===== src/logic/nvm_access_pkg.sv =====
// Purpose: constants for the nonvolatile access control block
// Assumes: 8-bit control register on a plain register port
// Notes: timing figures are plain defaults, shortened by parameters
package nvm_access_pkg;
  localparam int unsigned addr_width = 2; // register port address width
  localparam logic [1:0] ctrl_offset = 2'h0; // control register
  localparam logic [1:0] stat_offset = 2'h1; // status register
  localparam int unsigned space_bit = 7; // program flash / eeprom select
  localparam int unsigned config_bit = 6; // configuration space select
  localparam int unsigned unused_bit = 5; // reads zero
  localparam int unsigned erase_bit = 4; // row erase enable
  localparam int unsigned error_bit = 3; // write error flag
  localparam int unsigned permit_bit = 2; // write permit gate
  localparam int unsigned write_bit = 1; // write trigger
  localparam int unsigned read_bit = 0; // read trigger
  localparam logic [7:0] ctrl_reset = 8'h00; // power-on value
  localparam int unsigned clk_mhz = 25; // device clock rate
  localparam int unsigned write_time_us = 4000; // self-timed cycle, default
  localparam int unsigned write_cycles_dflt = write_time_us * clk_mhz; // cycles
  localparam int unsigned count_width = 24; // timer width
  localparam logic [count_width-1:0] count_one = 24'h000001; // timer step
  localparam logic [7:0] zero_byte = 8'h00; // empty read data
  typedef enum logic [1:0] {st_idle, st_write, st_erase} op_state_type;
endpackage


===== src/logic/nvm_access_control.sv =====
// Purpose: control and status of nonvolatile read, write and row erase
// Assumes: arrays behind the block follow o_mem_*; cycle length is self-timed here
// Notes: register 1 is a read-only status view of the sequencer
`timescale 1ns/1ps
module nvm_access_control
  import nvm_access_pkg::*;
#(
  parameter int unsigned write_cycles = write_cycles_dflt // self-timed length
) (
  input wire logic i_clk,
  input wire logic i_srst,
  input wire logic [addr_width-1:0] i_addr,
  input wire logic [7:0] i_wdata,
  input wire logic i_wr,
  input wire logic i_rd,
  input wire logic i_abort,
  output logic [7:0] o_rdata,
  output logic o_mem_read,
  output logic o_mem_write,
  output logic o_mem_erase,
  output logic o_mem_flash,
  output logic o_mem_config
);

  localparam logic [count_width-1:0] write_last = count_width'(write_cycles - 1); // final count

  // whole module state
  typedef struct packed {
    logic space_sel; // flash when set
    logic config_sel; // configuration when set
    logic erase_en; // row erase on next trigger
    logic error_flag; // interrupted or unpermitted write
    logic permit; // write permit gate
    logic wr_trig; // write trigger
    logic rd_trig; // read trigger
    op_state_type state; // sequencer
    logic [count_width-1:0] count; // self-timed counter
    logic [7:0] rdata; // read data
    logic mem_read; // read strobe to array
    logic mem_write; // write active
    logic mem_erase; // erase active
  } state_type;

  state_type s_q;
  state_type s_d;
  logic [7:0] ctrl_view; // assembled control byte
  logic [7:0] stat_view; // assembled status byte

  // compose readback views
  always_comb begin
    ctrl_view = zero_byte;
    ctrl_view[space_bit] = s_q.space_sel;
    ctrl_view[config_bit] = s_q.config_sel;
    ctrl_view[unused_bit] = 1'b0;
    ctrl_view[erase_bit] = s_q.erase_en;
    ctrl_view[error_bit] = s_q.error_flag;
    ctrl_view[permit_bit] = s_q.permit;
    ctrl_view[write_bit] = s_q.wr_trig;
    ctrl_view[read_bit] = s_q.rd_trig;
    stat_view = zero_byte;
    stat_view[write_bit] = (s_q.state == st_write);
    stat_view[erase_bit] = (s_q.state == st_erase);
  end

  // next-state logic
  always_comb begin
    s_d = s_q;
    s_d.mem_read = 1'b0;
    s_d.rdata = zero_byte;
    // read port, data one cycle later
    if (i_rd) begin
      case (i_addr)
        ctrl_offset: s_d.rdata = ctrl_view;
        stat_offset: s_d.rdata = stat_view;
        default: s_d.rdata = zero_byte; // unmapped reads zero
      endcase
    end
    // read trigger finishes after one cycle
    if (s_q.rd_trig) begin
      s_d.rd_trig = 1'b0;
    end
    // sequencer
    case (s_q.state)
      st_idle: begin
        s_d.count = '0;
      end
      st_write, st_erase: begin
        if (i_abort) begin
          // cut short: flag it, keep selects for tracing
          s_d.error_flag = 1'b1;
          s_d.wr_trig = 1'b0;
          s_d.state = st_idle;
          s_d.mem_write = 1'b0;
          s_d.mem_erase = 1'b0;
        end else if (s_q.count == write_last) begin
          s_d.wr_trig = 1'b0;
          if (s_q.state == st_erase) begin
            s_d.erase_en = 1'b0;
          end
          s_d.state = st_idle;
          s_d.mem_write = 1'b0;
          s_d.mem_erase = 1'b0;
        end else begin
          s_d.count = s_q.count + count_one;
        end
      end
      default: s_d.state = st_idle;
    endcase
    // software write to control register
    if (i_wr && i_addr == ctrl_offset) begin
      if (s_q.state == st_idle) begin
        s_d.space_sel = i_wdata[space_bit];
        s_d.config_sel = i_wdata[config_bit];
        s_d.erase_en = i_wdata[erase_bit];
      end
      // hardware set of error wins over software clear
      if (!(s_q.state != st_idle && i_abort)) begin
        s_d.error_flag = i_wdata[error_bit];
      end
      s_d.permit = i_wdata[permit_bit];
      // trigger set only; zero ignored
      if (i_wdata[write_bit] && s_q.state == st_idle) begin
        if (s_q.permit) begin
          s_d.wr_trig = 1'b1;
          s_d.count = '0;
          s_d.state = (i_wdata[erase_bit] || s_q.erase_en) ? st_erase : st_write;
          s_d.mem_write = !(i_wdata[erase_bit] || s_q.erase_en);
          s_d.mem_erase = i_wdata[erase_bit] || s_q.erase_en;
        end else begin
          s_d.error_flag = 1'b1; // improper write attempt
        end
      end
      // read only for data eeprom, current and written selects both clear
      if (i_wdata[read_bit] && !s_q.space_sel && !s_q.config_sel
          && !i_wdata[space_bit] && !i_wdata[config_bit]) begin
        s_d.rd_trig = 1'b1;
        s_d.mem_read = 1'b1;
      end
    end
  end

  // state register
  always_ff @(posedge i_clk) begin
    if (i_srst) begin
      s_q <= '0;
      s_q.state <= st_idle;
    end else begin
      s_q <= s_d;
    end
  end

  // outputs straight from flops
  assign o_rdata = s_q.rdata;
  assign o_mem_read = s_q.mem_read;
  assign o_mem_write = s_q.mem_write;
  assign o_mem_erase = s_q.mem_erase;
  assign o_mem_flash = s_q.space_sel;
  assign o_mem_config = s_q.config_sel;

endmodule


===== config.mk =====
export PLATFORM = sky130hd
export DESIGN_NAME = nvm_access_control
export DESIGN_NICKNAME = d
export VERILOG_FILES = /design/src/logic/nvm_access_pkg.sv /design/src/logic/nvm_access_control.sv
export SDC_FILE = /design/constraint.sdc
export NUM_CORES = 1
export LEC_CHECK = 0
export BUFFER_PORTS_ARGS = -buffer_cell sky130_fd_sc_hd__buf_2
export CAP_MARGIN = 20
export CORE_MARGIN = 1.5
export CORE_UTILIZATION = 61
export DETAILED_ROUTE_END_ITERATION = 7
export PLACE_DENSITY = 0.94
export SYNTH_ARGS = -nofsm -noshare
export SYNTH_HDL_FRONTEND = slang
export SYNTH_SLANG_ARGS = --single-unit

===== constraint.sdc =====
create_clock -name i_clk -period 4.74 [get_ports i_clk]
set_input_delay 0.237 -clock i_clk [delete_from_list [all_inputs] [get_ports i_clk]]
set_output_delay 0.237 -clock i_clk [all_outputs]
set_load 0.01 [all_outputs]

# After elaboration in Yosys (flattened, before gate mapping)
# Index checks and enable logic that the tools add are counted.
# totals
regBits	43
input_bits	15
output_inout_bits	13
elab_cells	71
# classes
add_sub_neg	1
n_eq_ne	4
muxes	32
bitwise	2
n_reduce_logical	20
# ops
operator	count
$mux W26	2
$mux W24	2
$pmux W24 S2	1
$mux W31	1
$add A24 B1 Y24 const B	1
$eq A24 B17 Y1 const B	1
$mux W2	10
$pmux W8 S2	1
$mux W1	14
$logic_and A1 B1 Y1	7
$reduce_or A2 Y1	3
$logic_not A1 Y1	5
$eq A2 B1 Y1 const B	2
$logic_not A2 Y1	2
$pmux W2 S2	1
$eq A2 B2 Y1 const B	1
$not A1 Y1	2
$reduce_and A2 Y1	1
$reduce_bool A2 Y1	1
$logic_or A1 B1 Y1	1

# Longest topological paths before layout
# Gate-level depths: netlist of the first run.
# depth
word_depth	9
depth_mapped	8
depth_no_buf	7

# Worst setup path before layout of the first run
# No wires, ideal clock.
# synth_path
path_kind	reg-to-reg
startpoint	reg s_q[35] (netlist bit)
endpoint	reg s_q[25] (netlist bit)
setup_ns	0.096
arrival_time_ns	1.769
t_required_ns	4.644
setup_slack_ns	2.875
path_stages_with_launch	9
n_path_buf	1
synth_period_minus_slack_ns	1.865
path_cell_list	dfxtp_1 -> inv_1 -> ha_1 -> and3_4 -> a21o_1 -> or2_1 -> clkbuf_1 -> or2_0 -> o41ai_2
# synth_between
elab_chain_cells	6
word_cells_on_any_way	9
classes_between	eq/ne: 2; mux: 4; reduce/logical: 3
# synth_lines
item	line	rtl
start, declared	nvm_access_control.sv:44	state_type s_q;
$eq A2 B1 Y1 or $eq A2 B2 Y1 (tied branches)	nvm_access_control.sv:83	case (s_q.state)
$reduce_or A2 Y1	nvm_access_control.sv:83	
$pmux W24 S2	nvm_access_control.sv:83	
$mux W26	nvm_access_control.sv:123	if (s_q.permit) begin
$mux W26	nvm_access_control.sv:122	if (i_wdata[write_bit] && s_q.state == st_idle) begin
$mux W31 (*)	nvm_access_control.sv:110	if (i_wr && i_addr == ctrl_offset) begin
# Every way passes the cells marked *; elsewhere a longest branch is shown, timed or not.
# A chain may end at the register's enable or synchronous reset.

# Worst setup path in the final report of the first run
# Ends and elaborated chain as after synthesis.

==> out/metrics.cfg, run 1 <==
[detailed_routing]
ant_nets = 0
drc = 0
drtIter0Drc = 62
vias = 1728
dr.pass1.iters = 4
wl_per_cell_um = 13.5
avgViaCountPerCell = 5.84
wirelength_um = 4010

[yosys]
avgSynthCellArea_um2 = 8.77
synth_top_flop_cell = dfxtp_1
synth_warnings = 0
syn_inst = 234
synth_edf_count = 0
ys_top_cells_by_area = dfxtp_1 41%, nor2_1 4.2%, a21oi_1 3.7%, nand3_1 3.7%, xnor2_1 3.4%
synth_cell_types = 47
synthDominantCellAreaShare = 0.410
synthArstFlopShare = 0
syn_area_um2 = 2050
synth-seq-area-share = 0.410
synth_seq_cells = 42
syn-num-nets = 254
synth_top_area_cell = dfxtp_1

[clocking]
cts.path.max_buffers = 2
insertion_delay_ps = 370
h-tree-depth = 2
cts.sinks = 42
clk_pin_slew_ps = 130
post_cts_buffers = 0
cts_buffers = 5
cts-root-buf = clkbuf_4
cts_resized = 0
cts_tree = done
ctsHoldBuffers = 0

[global_routing]
grt_pass1_wl_um = 7000
grt_overflow = 0
grt_util_all_layers = 0.256
grt_max_degree = 24
grt_pass1_vias = 1608
antenna_found_initial = 0

[setup_path]
arrival_ps = 2670
cp.required_ps = 5010
criticalPathCategory = reg -> reg
reg2regPathDepth = 7
max_stage_delay_ps = 530
cp_top_family = simple AND/OR/NAND/NOR gates
path_max_fanout = 23
worst-path-stages = 7
cp-end-kind = flop
start_kind = flop
slowest_stage = or2_1
critPathBufInv = 1
worstPathCellList = inv_1 -> ha_1 -> and3_4 -> a21o_1 -> or2_1 -> or2_0 -> o41ai_2

[power_and_ir_drop]
p_leak_uw = 0.000831
p_int_uw = 423
power_density_nw_per_um2 = 256
vdd_ir_drop_max_mv = 0.199
seq_power_share = 0.636
pwr-share-comb = 0.046
switchingPower_uw = 137
switching_share = 0.245
clockPowerShare = 0.318

[final_layout]
area_growth_pct = 6.77
n_antenna_cell = 0
drive_gt1_frac = 0.163
fin_area_um2 = 2190
fin_nets = 271

[timing]
maxSlewViolCount = 0
maxSlewHeadroom = 0.466
min_period_over_period = 0.505
fin_crit_ps = 2400
finalSetupTns_ps = 0
finClkSkew_ps = 11.1
worstMarginPinSlew_ps = 800
max_freq_mhz = 417
finalHoldViolCount = 0
grt_setup_unrepaired = false
setup_viol = 0

[placement]
routabilityCongestion = 0.811
io_buffers = 25
dp_hpwl_um = 2870
place_area_um2 = 2130

[die]
core.rowCount = 20
start_util = 0.656
die_area_um2 = 3720
die_w_um = 61
coreArea_um2 = 3130
die-height_um = 61
io_pins = 28

[worst_hold_path]
min_path_cells = 3
hold_class = in -> reg

[flow_run]
cap_viol_max_count = 0

[run_status]
outcome = finished clean

[flip-flops by register name, summed over array words and instances, names as in the netlist]
signal and flops:
s_q 26, o_rdata 7, ctrl_view 4, o_mem_config 1, o_mem_erase 1, o_mem_flash 1
o_mem_read 1, o_mem_write 1
[cell usage in the layout, fill, tap and decap left out, types with 3 or more instances in the layout]
cell,count
a21o_1,5
ha_1,5
buf_2,25
o21ai_0,7
and3_1,3
xnor2_1,8
a21oi_1,15
or3_1,5
xor2_1,5
dfxtp_1,42
nand2_1,14
nor3_1,7
nor2b_1,4
and2_1,6
nor2_1,23
mux2i_1,3
and4_1,4
nand3_1,15
clkbuf_4,5
nand4_1,3
nor4_1,7
inv_1,7
[final cells by class]
type / count / area [um2]
repair buffers: 26 / 133
clock buffers: 5 / 37.5
inverters: 7 / 26.3
well taps: 44 / 55.1
clock inverters: 3 / 21.3
multi-input cells: 169 / 1080
flip-flops and latches: 42 / 841
fillers: 237 / 937
[tightest hold or removal path, stage by stage]
cell     delay (ps)
buf_2            80
mux2i_1          60
nor2_1           70
[synthesized netlist by cell type (2+ instances only)]
master,n
a21o_1,5
a21oi_1,15
and2_1,6
and3_1,3
and4_1,4
buf_2,2
buf_4,8
buf_6,2
clkbuf_1,4
dfxtp_1,42
ha_1,5
inv_1,7
mux2i_1,3
nand2_1,14
nand3_1,15
nand4_1,3
nor2_1,23
nor2b_1,4
nor3_1,7
nor4_1,7
o21a_1,2
o21ai_0,7
o21ai_1,2
o31a_1,2
o31ai_1,2
or2_0,2
or2_1,2
or3_1,5
or4_1,2
xnor2_1,8
xor2_1,5
[layer usage]
layer	GRT usage	wire [um]	part of all wire	vias up
li1	-	-	-	860
met1	0.308	1800	0.45	808
met2	0.401	1900	0.47	50
met3	0.0853	220	0.055	10
met4	0.143	95	0.024	0
met5	0	0	0	-
[cell families after synthesis]
logic type / after synthesis / synth area share
XOR/XNOR: 13 / 0.0555
multiplexers: 3 / 0.0146
flip-flops: 42 / 0.410
other: 1 / 0.00183
buffers and inverters: 23 / 0.0652
adder cells (fa/ha/maj): 5 / 0.0305
AND/OR/NAND/NOR: 104 / 0.282
AO/OA/AOI/OAI: 43 / 0.140
[final timing paths]
| path | slack, ps | to | start |
|---|---|---|---|
| worst min-delay path | 100 | ctrl_view[2]$_SDFFE_PP0P_ | i_wdata[2] |
| worst max register to register | 2340 | s_q[25]$_SDFF_PP0_ | s_q[35]$_SDFF_PP0_ |
| worst min register to register | 460 | o_mem_erase$_SDFF_PP0_ | o_mem_erase$_SDFF_PP0_ |
| worst max-delay path | 2340 | s_q[25]$_SDFF_PP0_ | s_q[35]$_SDFF_PP0_ |
[power by group through the flow]
stage	combinational [uW]	sequential [uW]	clock (uW)
finish	25.9	356	178
CTS	25.6	356	181
floorplan	16.1	364	0
global placement	24.8	364	0
detailed placement	25.5	364	0
global route	29.1	357	196
[metrics by stage]
step | total power [uW] | utilization | worst slack [ps] | cells | hold WS, ps
after floorplan | 380 | - | 2880 | 234 | 384
after global placement | 389 | 0.682 | 2480 | 288 | 431
after detailed placement | 390 | 0.682 | 2410 | 288 | 437
after CTS | 562 | 0.700 | 2380 | 296 | 94.2
after global routing | 582 | 0.700 | 2210 | 296 | 100
final | 561 | 0.700 | 2340 | 296 | 99.5
(Power assumes the default switching activity.)
==> run 2, diff against run 1 <==
--- a/config.mk
+++ b/config.mk
@@ -8,9 +8,9 @@
 export BUFFER_PORTS_ARGS = -buffer_cell sky130_fd_sc_hd__buf_2
 export CAP_MARGIN = 20
 export CORE_MARGIN = 1.5
-export CORE_UTILIZATION = 61
+export CORE_UTILIZATION = 56
 export DETAILED_ROUTE_END_ITERATION = 7
-export PLACE_DENSITY = 0.94
+export PLACE_DENSITY = 0.88
 export SYNTH_ARGS = -nofsm -noshare
 export SYNTH_HDL_FRONTEND = slang
 export SYNTH_SLANG_ARGS = --single-unit
==> constraint.sdc (replaced) <==
create_clock -name i_clk -period 2.3 [get_ports i_clk]
set_input_delay 0.115 -clock i_clk [delete_from_list [all_inputs] [get_ports i_clk]]
set_output_delay 0.115 -clock i_clk [all_outputs]
set_load 0.01 [all_outputs]
==> run 2 against run 1 <==
  * Hold slack worse by 88 ps
  * Global-route usage is 2.2 points lower
  * Via count is 2.5% higher
  * Critical path depth stayed put
  * Clock skew is 1.4 ps higher
  * First-iteration DRC count is 73% higher
  * Sequential share of layout area is 1.2 points lower
  * Non-clock buffer count is 5 higher
  * Die area is 8.5% higher
  * Sequential power is 110% higher
  * Combinational power is 130% higher
  * Critical path type unchanged
  * Largest power group unchanged
==> out/metrics.cfg, run 2 (same netlist as run 1, synthesis figures left out) <==
[detailed_routing]
ant_nets = 0  ; unchanged
drtIter0Drc = 107  ; +73%
wl_per_cell_um = 14.0  ; +3.1%
wirelength_um = 4230  ; +5.5%
dr.pass1.iters = 4  ; unchanged
drc = 0  ; unchanged
avgViaCountPerCell = 5.85  ; +0.18%
vias = 1772  ; +2.5%

[setup_path]
slowest_stage = dfxtp_1
criticalPathCategory = reg -> reg
worstPathCellList = inv_1 -> ha_1 -> and3_4 -> a21o_1 -> or2_1 -> or2_0 -> o41ai_2
critPathBufInv = 1  ; unchanged
cp.required_ps = 2590  ; -2420 ps
cp_top_family = simple AND/OR/NAND/NOR gates
crit_start = s_q[35]$_SDFF_PP0_
r2r-start = s_q[35]$_SDFF_PP0_
arrival_ps = 2270  ; -400 ps
max_stage_delay_ps = 400  ; -130 ps
start_kind = flop
cp-end-kind = flop
path_max_fanout = 8  ; -65%

[clocking]
cts.sinks = 42  ; unchanged
cts-root-buf = clkbuf_4
post_cts_buffers = 0  ; unchanged
cts_tree = done
insertion_delay_ps = 370  ; about the same
cts_buffers = 5  ; unchanged
h-tree-depth = 2  ; unchanged
clk_pin_slew_ps = 130  ; about the same
cts.path.max_buffers = 2  ; unchanged

[die]
start_util = 0.601  ; -0.0553
io_pins = 28  ; unchanged
coreArea_um2 = 3420  ; +9.2%
core.rowCount = 21  ; +5.0%
die_w_um = 63.5  ; +4.1%
die_area_um2 = 4040  ; +8.5%
die-height_um = 63.5  ; +4.1%

[global_routing]
grt_overflow = 0  ; unchanged
antenna_found_initial = 0  ; unchanged
grt_util_all_layers = 0.234  ; -0.0222
grt_pass1_wl_um = 7410  ; +5.8%
grt_max_degree = 23  ; -4.2%
grt_pass1_vias = 1719  ; +6.9%

[timing]
min_period_over_period = 0.862  ; +0.356
grt_setup_unrepaired = false
finalHoldViolCount = 0  ; unchanged
setup_viol = 0  ; unchanged
maxSlewViolCount = 0  ; unchanged
finalSetupTns_ps = 0  ; unchanged
max_freq_mhz = 505  ; +21%
fin_crit_ps = 1980  ; -414 ps
finClkSkew_ps = 12.4  ; +1.39 ps

[final_layout]
stdcell_count = 303  ; +2.4%
drive_gt1_frac = 0.167  ; +0.00462
largest_reg_flops = 26  ; unchanged
final_cell_mix = 42 x dfxtp_1, 25 x buf_2, 23 x nor2_1
largest_register = s_q
fin_nets = 276  ; +1.8%
final_common_cell = dfxtp_1
area_growth_pct = 10.2
n_antenna_cell = 0  ; unchanged

[flow_run]
cap_viol_max_count = 0  ; unchanged

[placement]
io_buffers = 25  ; unchanged
routabilityCongestion = 0.805  ; -0.75%
dp_hpwl_um = 2900  ; +1.3%
placed_cells = 292  ; +1.4%

[worst_hold_path]
hold_class = in -> reg
hp-start = i_rd

[run_status]
outcome = finished clean

[power_and_ir_drop]
power.total_uw = 1270  ; +130%
vdd_ir_drop_max_mv = 0.408  ; +110%
p_leak_uw = 0.000859  ; +3.3%
power_density_nw_per_um2 = 563  ; +120%

[run 2: final timing paths]
kind                                          endpoint  slack, ps  cells after the start
worst min register to register  o_mem_write$_SDFF_PP0_        460                      1
worst max register to register      s_q[25]$_SDFF_PP0_        320                      7
worst min-delay path             o_rdata[4]$_SDFF_PP0_         10                      3
worst max-delay path                s_q[25]$_SDFF_PP0_        320                      7
[run 2: area by class of cell]
type	count	area, um2
fillers	295	1150
multi-input cells	169	1080
flip-flops and latches	42	841
repair buffers	31	178
well taps	46	57.6
clock inverters	3	45.0
clock buffers	5	37.5
inverters	7	26.3
[run 2: what timing repair did]
item | in CTS | in global routing
resized for setup | 0 | 0
endpoints found under the hold margin | 3 | 0
hold buffers | 3 | 0
[run 2: through the flow]
stage,setup slack (ps),hold slack [ps],util,area [um2]
after CTS,318,5.78,0.662,2260
after global routing,197,21.6,0.662,2260
after global placement,423,351,0.629,2150
after detailed placement,355,362,0.629,2150
after floorplan,435,262,-,2050
final,318,11.9,0.662,2260
[run 2: power breakdown]
| part | internal, uW | total (uW) | switching (uW) |
|---|---|---|---|
| sequential | 731 | 734 | 2.95 |
| combinational | 26.6 | 59.2 | 32.7 |
| clock | 228 | 479 | 252 |
[run 2: worst register-to-register path: stages (launching register included)]
cell	delay, ps
dfxtp_1	400
inv_1	80
ha_1	310
and3_4	220
a21o_1	210
or2_1	260
or2_0	230
o41ai_2	190
[run 2: metal layers]
layer	vias up	track usage	wire length, um
li1	867	-	-
met1	823	0.274	1770
met2	66	0.378	2040
met3	16	0.0661	262
met4	0	0.139	152
met5	-	0	0
